[src/cis_pkg.sv]
// constants, field layouts and carrier types for card interrupt steering
package cis_pkg;

  // terminal count and the widest terminal set the register layout serves
  localparam int CIS_NUM_TERM = 10;
  localparam int CIS_MAX_TERM = 16;

  // register byte offsets; socket b registers sit at the socket a offset
  // plus the socket b base
  localparam logic [7:0] CIS_OFS_IGC = 8'h03;
  localparam logic [7:0] CIS_OFS_CSC = 8'h04;
  localparam logic [7:0] CIS_OFS_CSC_CFG = 8'h05;
  localparam logic [7:0] CIS_OFS_GCTL = 8'h1e;
  localparam logic [7:0] CIS_OFS_MODE_LO = 8'h88;
  localparam logic [7:0] CIS_OFS_MODE_HI = 8'h89;
  localparam logic [7:0] CIS_OFS_MISC = 8'h8a;
  localparam logic [7:0] CIS_SOCK_B_BASE = 8'h40;

  // interrupt and general control: [3:0] io route, [4] card type io
  localparam int CIS_IGC_ROUTE_LSB = 0;
  localparam int CIS_IGC_TYPE_BIT = 4;
  // status-change config: [3:0] flag enables, [7:4] status-change route
  localparam int CIS_CFG_EN_LSB = 0;
  localparam int CIS_CFG_ROUTE_LSB = 4;
  // status-change flag positions
  localparam int CIS_FLG_BVD1 = 0;
  localparam int CIS_FLG_BVD2 = 1;
  localparam int CIS_FLG_READY = 2;
  localparam int CIS_FLG_DETECT = 3;
  // global control bits
  localparam int CIS_GC_SUSPEND = 0;
  localparam int CIS_GC_CSC_LVL = 1;
  localparam int CIS_GC_CLR_WR = 2;
  localparam int CIS_GC_A_LVL = 3;
  localparam int CIS_GC_B_LVL = 4;

  // reset values
  localparam logic [7:0] CIS_IGC_RST = 8'hff;
  localparam logic [7:0] CIS_CFG_RST = 8'hf0;
  localparam logic [7:0] CIS_GCTL_RST = 8'h00;
  localparam logic [15:0] CIS_MODE_RST = 16'h0000;

  // card-side pins of one socket, all active low or level as on the card
  typedef struct packed {
    logic ready_irq;
    logic bvd1;
    logic bvd2;
    logic cd1;
    logic cd2;
  } cis_pins_t;

  localparam cis_pins_t CIS_PINS_RST = 5'h1f;

  // all state of the block
  typedef struct packed {
    logic [7:0] rdata;
    logic [CIS_MAX_TERM-1:0] irq_out;
    logic [CIS_MAX_TERM-1:0] irq_oe;
    logic [CIS_MAX_TERM-1:0] irq_mode;
    logic [1:0][7:0] igc;
    logic [1:0][7:0] csc_cfg;
    logic [1:0][3:0] flags;
    logic [7:0] gctl;
    logic [1:0] card_flag;
    cis_pins_t [1:0] prev;
  } cis_state_t;

endpackage

[src/cis_top.sv]
// card interrupt steering: routing, status-change flags, terminal drive
//
// Summary of operation
// Each socket's card I/O interrupt routes to any one of ten terminals.
// Card pulls ready/irq low to request; pulse or level held.
// Per-terminal mode bit: one gives totem-pole, zero gives open-drain.
// Reset clears all terminal mode bits, giving open-drain everywhere.
// Per-socket level-select bits also pick open-drain for I/O interrupts.
// Status-change level-select bit also picks open-drain for it.
// Totem-pole only when the terminal's own mode bit is set.
// Totem-pole I/O: output low when idle, high while card asserts.
// Open-drain I/O: floated when idle, driven low while card asserts.
// Cards sharing a terminal should use level-mode requests.
// Card asserting its request sets a readable card-interrupt flag.
// Each socket's status-change interrupt routes to any one terminal.
// I/O card: battery detect 1 falling is a status-change event.
// Memory card: battery detect falling or ready change is an event.
// Any card: either card detect changing level is an event.
// Totem-pole status change: high while flagged, low once cleared.
// Open-drain status change: low while flagged, floated once cleared.
// Flags clear on read or by writing one, per global select bit.
// Status-change output goes inactive only when all socket flags clear.
// Suspend keeps state and keeps passing interrupts to terminals.
// Card type bit decides I/O or memory meaning of card pins.
// A flag drives the interrupt only with its enable bit set.
// Flags stay set until cleared, even when the input returns.
//
// Design decisions made here: the address-and-strobe port and the placing of the registers.
`timescale 1ns/10ps
module cis_top #(
  parameter int NUM_TERMINALS = cis_pkg::CIS_NUM_TERM
) (
  // clock, reset, enable
  input wire logic clk,
  input wire logic reset,
  input wire logic ce,
  // register port
  input wire logic [7:0] addr,
  input wire logic [7:0] wdata,
  input wire logic wstrobe,
  input wire logic rstrobe,
  output logic [7:0] rdata,
  // card pins, index 0 is socket a, index 1 socket b
  input cis_pkg::cis_pins_t [1:0] card,
  // host interrupt terminals, enable high while driven
  output logic [NUM_TERMINALS-1:0] irq_out,
  output logic [NUM_TERMINALS-1:0] irq_oe,
  // suspend state, for the card interface power logic
  output logic suspend_request
);
  import cis_pkg::*;

  // mode registers and 4-bit routes cannot address more terminals
  if (NUM_TERMINALS < 1 || NUM_TERMINALS > CIS_MAX_TERM) begin : g_chk
    $error("NUM_TERMINALS out of range");
  end

  cis_state_t st;
  cis_state_t next_st;

  // register hit for a socket-relative offset
  function automatic logic hit(input logic [7:0] a, input logic [7:0] ofs,
                               input logic sock);
    return a == (sock ? (ofs | CIS_SOCK_B_BASE) : ofs);
  endfunction

  // route field selects terminal t; values past the last terminal select none
  function automatic logic routed(input logic [3:0] route, input int t);
    return (int'(route) == t) && (t < NUM_TERMINALS);
  endfunction

  logic [1:0] io_type;
  logic [1:0] req_io;
  logic [1:0] rdy_fall;
  logic [1:0][3:0] ev;
  logic [1:0] csc_pend;
  logic [1:0] io_lvl;
  logic [1:0] rd_clr;
  logic [1:0][3:0] wr_clr;

  // per-socket event detection against last cycle's pins
  always_comb begin
    for (int s = 0; s < 2; s++) begin
      io_type[s] = st.igc[s][CIS_IGC_TYPE_BIT];
      req_io[s] = io_type[s] & ~card[s].ready_irq;
      rdy_fall[s] = st.prev[s].ready_irq & ~card[s].ready_irq;
      // battery detect 1 falling counts for both card types
      ev[s][CIS_FLG_BVD1] = st.prev[s].bvd1 & ~card[s].bvd1;
      ev[s][CIS_FLG_BVD2] = ~io_type[s] & st.prev[s].bvd2
                            & ~card[s].bvd2;
      ev[s][CIS_FLG_READY] = ~io_type[s]
                             & (st.prev[s].ready_irq ^ card[s].ready_irq);
      ev[s][CIS_FLG_DETECT] = (st.prev[s].cd1 ^ card[s].cd1)
                              | (st.prev[s].cd2 ^ card[s].cd2);
      csc_pend[s] = |(st.flags[s]
                    & st.csc_cfg[s][CIS_CFG_EN_LSB +: 4]);
      rd_clr[s] = rstrobe & hit(addr, CIS_OFS_CSC, s[0])
                  & ~st.gctl[CIS_GC_CLR_WR];
      wr_clr[s] = (wstrobe & hit(addr, CIS_OFS_CSC, s[0])
                   & st.gctl[CIS_GC_CLR_WR]) ? wdata[3:0] : 4'h0;
    end
    io_lvl[0] = st.gctl[CIS_GC_A_LVL];
    io_lvl[1] = st.gctl[CIS_GC_B_LVL];
  end

  // next state: registers, flags, read data and terminal drive
  always_comb begin
    logic act;
    logic lvl;
    logic isa;
    act = 1'b0;
    lvl = 1'b0;
    isa = 1'b0;
    next_st = st;
    next_st.prev = card;
    // set wins over a clear arriving in the same cycle
    for (int s = 0; s < 2; s++) begin
      if (rd_clr[s]) begin
        next_st.flags[s] = ev[s];
      end else begin
        next_st.flags[s] = (st.flags[s] & ~wr_clr[s]) | ev[s];
      end
    end
    next_st.card_flag = st.card_flag | (rdy_fall & io_type);
    // register writes
    if (wstrobe) begin
      for (int s = 0; s < 2; s++) begin
        if (hit(addr, CIS_OFS_IGC, s[0])) begin
          next_st.igc[s] = wdata;
        end
        if (hit(addr, CIS_OFS_CSC_CFG, s[0])) begin
          next_st.csc_cfg[s] = wdata;
        end
      end
      if (addr == CIS_OFS_GCTL) begin
        next_st.gctl = wdata;
      end
      if (addr == CIS_OFS_MODE_LO) begin
        next_st.irq_mode[7:0] = wdata;
      end
      if (addr == CIS_OFS_MODE_HI) begin
        next_st.irq_mode[15:8] = wdata;
      end
      if (addr == CIS_OFS_MISC) begin
        // write one clears, a new assertion still wins
        next_st.card_flag = (st.card_flag & ~wdata[1:0])
                            | (rdy_fall & io_type);
      end
    end
    // read data lives for one cycle only; unmapped reads give zero
    next_st.rdata = 8'h00;
    if (rstrobe) begin
      for (int s = 0; s < 2; s++) begin
        if (hit(addr, CIS_OFS_IGC, s[0])) begin
          next_st.rdata = st.igc[s];
        end
        if (hit(addr, CIS_OFS_CSC, s[0])) begin
          next_st.rdata = {4'h0, st.flags[s]};
        end
        if (hit(addr, CIS_OFS_CSC_CFG, s[0])) begin
          next_st.rdata = st.csc_cfg[s];
        end
      end
      if (addr == CIS_OFS_GCTL) begin
        next_st.rdata = st.gctl;
      end
      if (addr == CIS_OFS_MODE_LO) begin
        next_st.rdata = st.irq_mode[7:0];
      end
      if (addr == CIS_OFS_MODE_HI) begin
        next_st.rdata = st.irq_mode[15:8];
      end
      if (addr == CIS_OFS_MISC) begin
        next_st.rdata = {6'h00, st.card_flag};
      end
    end
    // terminal drive; suspend gates nothing so interrupts pass through
    next_st.irq_out = '0;
    next_st.irq_oe = '0;
    for (int t = 0; t < CIS_MAX_TERM; t++) begin
      act = 1'b0;
      lvl = 1'b0;
      for (int s = 0; s < 2; s++) begin
        if (routed(st.igc[s][CIS_IGC_ROUTE_LSB +: 4], t)) begin
          act = act | req_io[s];
          lvl = lvl | io_lvl[s];
        end
        if (routed(st.csc_cfg[s][CIS_CFG_ROUTE_LSB +: 4], t)) begin
          act = act | csc_pend[s];
          lvl = lvl | st.gctl[CIS_GC_CSC_LVL];
        end
      end
      // a level-select on any source routed here forces open-drain
      isa = st.irq_mode[t] & ~lvl;
      if (t < NUM_TERMINALS) begin
        next_st.irq_out[t] = isa & act;
        next_st.irq_oe[t] = isa | act;
      end
    end
  end

  // single state register, frozen while the clock enable is low
  always_ff @(posedge clk or posedge reset) begin
    if (reset) begin
      st.rdata <= 8'h00;
      st.irq_out <= '0;
      st.irq_oe <= '0;
      st.irq_mode <= CIS_MODE_RST;
      st.igc <= {CIS_IGC_RST, CIS_IGC_RST};
      st.csc_cfg <= {CIS_CFG_RST, CIS_CFG_RST};
      st.flags <= '0;
      st.gctl <= CIS_GCTL_RST;
      st.card_flag <= 2'h0;
      st.prev <= {CIS_PINS_RST, CIS_PINS_RST};
    end else if (ce) begin
      st <= next_st;
    end
  end

  assign rdata = st.rdata;
  assign irq_out = st.irq_out[NUM_TERMINALS-1:0];
  assign irq_oe = st.irq_oe[NUM_TERMINALS-1:0];
  assign suspend_request = st.gctl[CIS_GC_SUSPEND];

  // helpers for the checks: socket a route and its conditions
  logic [3:0] a_route;
  logic a_isa_ok;
  assign a_route = st.igc[0][3:0];
  assign a_isa_ok = (int'(a_route) < NUM_TERMINALS)
                    && st.igc[1][3:0] != a_route
                    && st.csc_cfg[0][7:4] != a_route
                    && st.csc_cfg[1][7:4] != a_route
                    && !st.gctl[CIS_GC_A_LVL];

  // helpers: socket a status-change route, alone on its terminal
  logic [3:0] c_route;
  logic c_alone;
  logic [3:0] c_pend_bits;
  assign c_route = st.csc_cfg[0][CIS_CFG_ROUTE_LSB +: 4];
  assign c_alone = (int'(c_route) < NUM_TERMINALS)
                   && st.igc[0][3:0] != c_route
                   && st.igc[1][3:0] != c_route
                   && st.csc_cfg[1][7:4] != c_route;
  assign c_pend_bits = st.flags[0] & st.csc_cfg[0][CIS_CFG_EN_LSB +: 4];

  a_isa_io_low: assert property (@(posedge clk) disable iff (reset)
    ce && a_isa_ok && st.irq_mode[a_route] && io_type[0]
    && card[0].ready_irq
    |=> !irq_out[$past(a_route)] && irq_oe[$past(a_route)])
    else $error("totem-pole output not low while card idle");

  a_pci_io_float: assert property (@(posedge clk) disable iff (reset)
    ce && a_isa_ok && !st.irq_mode[a_route] && io_type[0]
    && card[0].ready_irq
    |=> !irq_oe[$past(a_route)])
    else $error("open-drain output not floated while card idle");

  a_io_level_sel: assert property (@(posedge clk) disable iff (reset)
    ce && int'(a_route) < NUM_TERMINALS && st.gctl[CIS_GC_A_LVL]
    |=> !irq_out[$past(a_route)])
    else $error("socket level select did not force open-drain");

  a_csc_level_sel: assert property (@(posedge clk) disable iff (reset)
    ce && int'(c_route) < NUM_TERMINALS && st.gctl[CIS_GC_CSC_LVL]
    |=> !irq_out[$past(c_route)])
    else $error("status-change level select did not force open-drain");

  a_csc_isa_high: assert property (@(posedge clk) disable iff (reset)
    ce && c_alone && st.irq_mode[c_route] && !st.gctl[CIS_GC_CSC_LVL]
    && c_pend_bits != 4'h0
    |=> irq_out[$past(c_route)] && irq_oe[$past(c_route)])
    else $error("totem-pole status change not high");

  a_csc_pci_low: assert property (@(posedge clk) disable iff (reset)
    ce && c_alone && !st.irq_mode[c_route] && c_pend_bits != 4'h0
    |=> !irq_out[$past(c_route)] && irq_oe[$past(c_route)])
    else $error("open-drain status change not low");

  a_csc_inactive: assert property (@(posedge clk) disable iff (reset)
    ce && c_alone && c_pend_bits == 4'h0
    |=> !irq_out[$past(c_route)] && irq_oe[$past(c_route)]
    == $past(st.irq_mode[c_route] && !st.gctl[CIS_GC_CSC_LVL]))
    else $error("status-change output active with no enabled flag");

  a_bvd2_mem_event: assert property (@(posedge clk) disable iff (reset)
    ce && !io_type[0] && st.prev[0].bvd2 && !card[0].bvd2
    |=> st.flags[0][CIS_FLG_BVD2])
    else $error("battery detect 2 fall not flagged for memory card");

  a_io_no_bvd2: assert property (@(posedge clk) disable iff (reset)
    ce && io_type[0] && !st.flags[0][CIS_FLG_BVD2]
    |=> !st.flags[0][CIS_FLG_BVD2])
    else $error("battery detect 2 flagged for an io card");

  a_write_clears: assert property (@(posedge clk) disable iff (reset)
    ce && wr_clr[0] != 4'h0 && ev[0] == 4'h0
    |=> (st.flags[0] & $past(wr_clr[0])) == 4'h0)
    else $error("write of one did not clear the flag");

  a_card_flag_hold: assert property (@(posedge clk) disable iff (reset)
    ce && st.card_flag[0]
    && !(wstrobe && addr == CIS_OFS_MISC && wdata[0])
    |=> st.card_flag[0])
    else $error("card interrupt flag lost without a clear");

  a_mode_write: assert property (@(posedge clk) disable iff (reset)
    ce && wstrobe && addr == CIS_OFS_MODE_LO
    |=> st.irq_mode[7:0] == $past(wdata))
    else $error("terminal mode bits not written");

  // clock enable low must freeze every flip-flop, read data included
  a_hold_disabled: assert property (@(posedge clk) disable iff (reset)
    !ce |=> st == $past(st))
    else $error("state changed while clock enable low");

  a_reset_modes: assert property (@(posedge clk)
    $fell(reset) |-> st.irq_mode == CIS_MODE_RST)
    else $error("mode bits not clear after reset");

  a_isa_io_high: assert property (@(posedge clk) disable iff (reset)
    ce && a_isa_ok && st.irq_mode[a_route] && io_type[0]
    && !card[0].ready_irq
    |=> irq_out[$past(a_route)] && irq_oe[$past(a_route)])
    else $error("totem-pole output not high on card request");

  a_pci_io_low: assert property (@(posedge clk) disable iff (reset)
    ce && a_isa_ok && !st.irq_mode[a_route] && io_type[0]
    && !card[0].ready_irq
    |=> !irq_out[$past(a_route)] && irq_oe[$past(a_route)])
    else $error("open-drain output not low on card request");

  a_isa_only_mode: assert property (@(posedge clk) disable iff (reset)
    $past(ce) |-> (st.irq_out & ~$past(st.irq_mode)) == '0)
    else $error("output driven high without its mode bit");

  a_flag_sticky: assert property (@(posedge clk) disable iff (reset)
    ce && st.flags[0][CIS_FLG_DETECT] && !rd_clr[0]
    && !wr_clr[0][CIS_FLG_DETECT]
    |=> st.flags[0][CIS_FLG_DETECT])
    else $error("status-change flag lost without a clear");

  a_detect_event: assert property (@(posedge clk) disable iff (reset)
    ce && (card[1].cd1 != st.prev[1].cd1)
    |=> st.flags[1][CIS_FLG_DETECT])
    else $error("card detect change not flagged");

  a_io_bvd1_event: assert property (@(posedge clk) disable iff (reset)
    ce && io_type[0] && st.prev[0].bvd1 && !card[0].bvd1
    |=> st.flags[0][CIS_FLG_BVD1])
    else $error("battery detect fall not flagged");

  a_read_clears: assert property (@(posedge clk) disable iff (reset)
    ce && rd_clr[0] && ev[0] == 4'h0
    |=> st.flags[0] == 4'h0 && rdata == {4'h0, $past(st.flags[0])})
    else $error("read did not clear or return the flags");

  a_card_flag_set: assert property (@(posedge clk) disable iff (reset)
    ce && io_type[1] && rdy_fall[1] |=> st.card_flag[1])
    else $error("card interrupt flag not set");

  a_mem_ready_event: assert property (@(posedge clk) disable iff (reset)
    ce && !io_type[0] && (st.prev[0].ready_irq != card[0].ready_irq)
    |=> st.flags[0][CIS_FLG_READY])
    else $error("ready change not flagged for memory card");

endmodule

[config.mk]
export PLATFORM = sky130hd
export DESIGN_NAME = cis_top
export DESIGN_NICKNAME = d
export VERILOG_FILES = /design/src/cis_pkg.sv /design/src/cis_top.sv
export SDC_FILE = /design/constraint.sdc
export NUM_CORES = 1
export LEC_CHECK = 0
export ABC_AREA = 1
export BUFFER_PORTS_ARGS = -buffer_cell sky130_fd_sc_hd__buf_2
export CORE_UTILIZATION = 59
export DETAILED_ROUTE_END_ITERATION = 10
export GPL_TIMING_DRIVEN = 1
export PLACE_DENSITY = 0.8
export SLEW_MARGIN = 20
export SYNTH_ARGS = -nofsm -noshare
export SYNTH_HDL_FRONTEND = slang
export SYNTH_SLANG_ARGS = --single-unit
[constraint.sdc]
create_clock -name clk -period 3.34 [get_ports clk]
set_input_delay 0.334 -clock clk [delete_from_list [all_inputs] [get_ports clk]]
set_output_delay 0.334 -clock clk [all_outputs]
set_load 0.005 [all_outputs]
# After elaboration in Yosys (flattened, before gate mapping)
# Index checks and enable logic that the tools add are counted.
# W data, S select, Z words.
# totals
ff_bits,104
input_bits,31
output_inout_bits,29
elab_cells,329
# op_classes
n_eq_ne,46
n_mux,97
bitwise_logic,150
n_reduce_logical,13
# op_table
cell,n
$eq A4 B4 Y1 const B,24
$mux W8,11
$mux W1,80
$or A1 B1 Y1,72
$and A1 B1 Y1,40
$eq A4 B3 Y1 const B,8
$eq A8 B7 Y1 const B,3
$eq A8 B8 Y1 const B,3
$reduce_and A3 Y1,7
$not A1 Y1,19
$and A4 B4 Y4,4
$eq A4 B2 Y1 const B,4
$eq A8 B3 Y1 const B,2
$logic_not A4 Y1,4
$mux W4,4
$eq A8 B2 Y1 const B,1
$eq A8 B5 Y1 const B,1
$not A4 Y4,2
$or A4 B4 Y4,2
$reduce_or A4 Y1,2
$xor A1 B1 Y1,6
$and A2 B2 Y2,2
$mux W2,2
$or A2 B2 Y2,2
$not A2 Y2,1

# Longest topological paths before layout
# logic_depth
word_depth,12
mapped_depth,13
ltp_nobuf,13

# Worst setup path after synthesis
# OpenSTA, ideal clock, no wires.
# synth_timing
kind,register -> register
from,"reg st, in the netlist a_route[0]"
to,"reg, netlist name irq_oe[1]"
setup_time_ns,0.135
arrival_ns,1.319
t_required_ns,3.205
path_slack_ns,1.886
path_stages_with_launch,9
n_path_buf,1
path_cell_list,dfstp_2 > buf_2 > inv_1 > nor2_1 > nand2_1 > nor2_1 > nor4_1 > a21oi_1 > o21ai_0
# synth_between
elab_chain_len,11
elab_cells_between_ends,18
# synth_rtl
item,line_no,text
from (decl),cis_top.sv:58,cis_state_t st;
from (signal assigned),cis_top.sv:216,st <= next_st;
$eq A4 B2 Y1 (*),cis_top.sv:69,return (int'(route) == t) && (t < NUM_TERMINALS);
$mux W1,cis_top.sv:184,"if (routed(st.igc[s][CIS_IGC_ROUTE_LSB +: 4], t)) begin"
$or A1 B1 Y1,cis_top.sv:190,lvl = lvl | st.gctl[CIS_GC_CSC_LVL];
$mux W1,cis_top.sv:188,"if (routed(st.csc_cfg[s][CIS_CFG_ROUTE_LSB +: 4], t)) begin"
$or A1 B1 Y1,cis_top.sv:186,lvl = lvl | io_lvl[s];
$mux W1,cis_top.sv:184,
$or A1 B1 Y1,cis_top.sv:190,
$mux W1,cis_top.sv:188,
$not A1 Y1,cis_top.sv:194,isa = st.irq_mode[t] & ~lvl;
$and A1 B1 Y1,cis_top.sv:194,
$or A1 B1 Y1 (*),cis_top.sv:197,next_st.irq_oe[t] = isa | act;
# Mark *: on every way between the ends. The rest lies on a longest branch, timed or not.
# A chain may end at the register's enable or synchronous reset.

# Worst setup path in the final report
# layout_timing
from,"reg st, in the netlist io_type[0]"
to,"reg, netlist name irq_oe[2]"
# layout_between
elab_chain_len,9
# layout_rtl
item,line_no,text
$and A1 B1 Y1 (*),cis_top.sv:85,req_io[s] = io_type[s] & ~card[s].ready_irq;
$mux W1 (*),cis_top.sv:184,
$or A1 B1 Y1,cis_top.sv:189,act = act | csc_pend[s];
$mux W1 (*),cis_top.sv:188,
$or A1 B1 Y1,cis_top.sv:185,act = act | req_io[s];
$mux W1 (*),cis_top.sv:184,
$or A1 B1 Y1,cis_top.sv:189,
$mux W1 (*),cis_top.sv:188,
$or A1 B1 Y1 (*),cis_top.sv:197,
# Marked as above.

==> metrics.cfg <==
[synthesis]
yosysMostFrequentCell=nand2_1
synth_top_cell_by_area=dfrtp_1
synth-adder-area-share_pct=0.426
async_flop_share_pct=100
synthMuxAreaShare_pct=0
synth_nets=807
ys_warn_count=0
synth_area_leaders=dfrtp_1, dfstp_2, nand2_1
synth_top_family_by_area=simple AND/OR/NAND/NOR gates
synth_area_um2=5880
synth_common_cells=nand2_1, o21ai_0, dfrtp_1
synth_ff_type=dfrtp_1
yosysSeqAreaShare_pct=45.0
yosys.area_share.simple_pct=28.3
avgSynthCellArea_um2=7.59
synth_xor_area_share_pct=0.596
synth-compound-area-share_pct=15.5
syn_inst=774
synth_cell_types=42
yosys.area.top_type_share_pct=29.8
synth_seq_cells=104
synth-edff-count=0

[clock_tree]
cts_tree=yes
htreeDepth=3
cts-resized-gates=0
cts.hold.buffers_added=0
cts.sinks=104
clkLatencyLatePin_ns=0.39
clk_pin_slew_ns=0.10
clockBufferDepth=2
clockRootBuffer=clkbuf_8
cts_setup_buffers=0
numCtsBuffers=9

[worst_setup_path]
arrival_ns=2.21
criticalPathCategory=reg -> reg
r2r_setup_slack_ns=1.46
cp-start-kind=flop
r2r-start=io_type[0]
timing.rr.end=irq_oe[2]
required_ns=3.67
crit_fanout=6
r2r_cells=7
startpoint=io_type[0]
endpoint_kind=flop

[drt]
vias_per_cell=5.93
drt_pass1_iterations=6
num_vias=5559
drc=0
drtAntennaViolNets=0
wl_per_cell_um=17.8
drt_iter0_markers=607
wl_met2_um=7680
met1_length_um=6870
wl_met3_um=1440
drt-total-wl_um=16700
top_layer=met4

[pwr]
leakage_nw=2.93
combPwrFrac_pct=9.7
switching_share_pct=28.0
clock_power_share_pct=33.0
power.internal_mw=1.70
power.switching_mw=0.660
p_seq_share_pct=57.3
power.density_nw_per_um2=377
irDropWorstVdd_v=0.000365

[sta]
worstMarginPinSlew_ns=0.757
setup-violations-final=0
hold_violations=0
fin_crit_sh_pct=56.4
skew_ns=0.0115
fmax_ghz=0.531
period_needed_ns=1.88
finalMaxSlewViolations=0
rsz0062_at_grt=no
slew_headroom_pct=49.1
tns_ns=0

[global_route]
gr-total-overflow=0
grt_max_degree=87
antenna_found_initial=0
grt_pass1_wl_um=27000
grt_pass1_vias=5154
grt_use_total_pct=35.1

[die]
core-area_um2=9730
ios=60
start_util_pct=60.4
num_rows=36
die_w_um=102
fp.dieArea_um2=10400
die_h_um=102

[finish]
drive_above_1_share_pct=18.7
syn_to_final_growth_pct=6.28
fin_nets=832
antenna-diode-count=0
num-fill-cells=865
fin_cells=937

[min_path]
hp-class=in -> async

[placed_design]
numPortBuffers=59
dp.cells=921
place_congestion=0.987
hpwl_um=12600

[job]
drv_cap=0

[outcome]
status=finished, final reports clean

[registers in the layout (all words and copies together) (netlist names)]
| name | flops |
|---|---|
| a_route | 4 |
| io_lvl | 2 |
| st | 63 |
| io_type | 2 |
| suspend_request | 1 |
| irq_oe | 10 |
| c_route | 4 |
| rdata | 8 |
| irq_out | 10 |
[layer usage]
metal  vias to the layer above  track usage (%)
met5                         -                0
met1                      2611             46.5
met4                         0             16.7
met2                       305             56.2
met3                        61             6.00
li1                       2582                -
[cell type report]
class / instances / area, µm² / area share (%)
flip-flops and latches: 104 / 2650 / 42.3
repair buffers: 63 / 325 / 5.21
clock inverters: 5 / 40.0 / 0.641
inverters: 75 / 287 / 4.59
multi-input cells: 546 / 2630 / 42.1
well taps: 133 / 166 / 2.66
clock buffers: 11 / 151 / 2.42
[power by group through the flow]
stage	Combinational, mW	Sequential (mW)	Clock, mW
after floorplan	0.157	1.36	0
after global placement	0.221	1.37	0
after detailed placement	0.227	1.37	0
after CTS	0.228	1.35	0.785
after global routing	0.257	1.36	0.836
final	0.229	1.35	0.777
[per-stage QoR]
stage | instance area [µm²] | hold slack [ns] | power [mW] | utilization, % | worst slack, ns
floorplan | 5880 | 0.429 | 1.51 | - | 0.330
CTS | 6240 | 0.142 | 2.36 | 64.2 | 1.48
finish | 6250 | 0.0687 | 2.36 | 64.2 | 1.46
global route | 6250 | 0.144 | 2.45 | 64.2 | 1.35
detailed placement | 6050 | 0.462 | 1.60 | 62.2 | 1.48
global placement | 6050 | 0.457 | 1.59 | 62.2 | 1.50
[cells in the final DEF (no fill, tap or decap), drive strengths merged, types with 4 or more instances in the layout]
cell / instances
a21oi: 27
buf: 63
clkbuf: 11
clkinv: 4
dfrtp: 70
dfstp: 34
inv: 74
nand2: 222
nand3: 47
nand4: 16
nor2: 70
nor3: 15
nor4: 4
o2111ai: 5
o21ai: 101
o22ai: 5
o31ai: 8
or2: 4
xor2: 4
[logic make-up after synthesis]
logic type	Yosys count
DFF	104
buffers and inverters	124
and+or+nand+nor	378
adders and majority gates	2
xor gates and xnor gates	4
AOI/OAI and AO/OA	162
[how the worst max path moves through the flow]
stage	end	slack, ns	cells after the start
6_report	irq_oe[2]	1.46	7
5_1_grt	irq_out[2]	1.35	7
4_1_cts	irq_oe[2]	1.48	7
3_5_place_dp	st[74]	1.48	6
3_3_place_gp	irq_oe[2]	1.50	7
2_1_floorplan	io_lvl[0]	0.33	1
[critical path, stage by stage, from the launching register on]
cell and delay [ns]:
dfstp_2 0.61, inv_1 0.07, nor2_1 0.43, inv_1 0.21, o22a_1 0.25, nand2_1 0.08
o21ai_0 0.08, nand2_1 0.08
No activity file was read; power rests on OpenSTA's default activity.
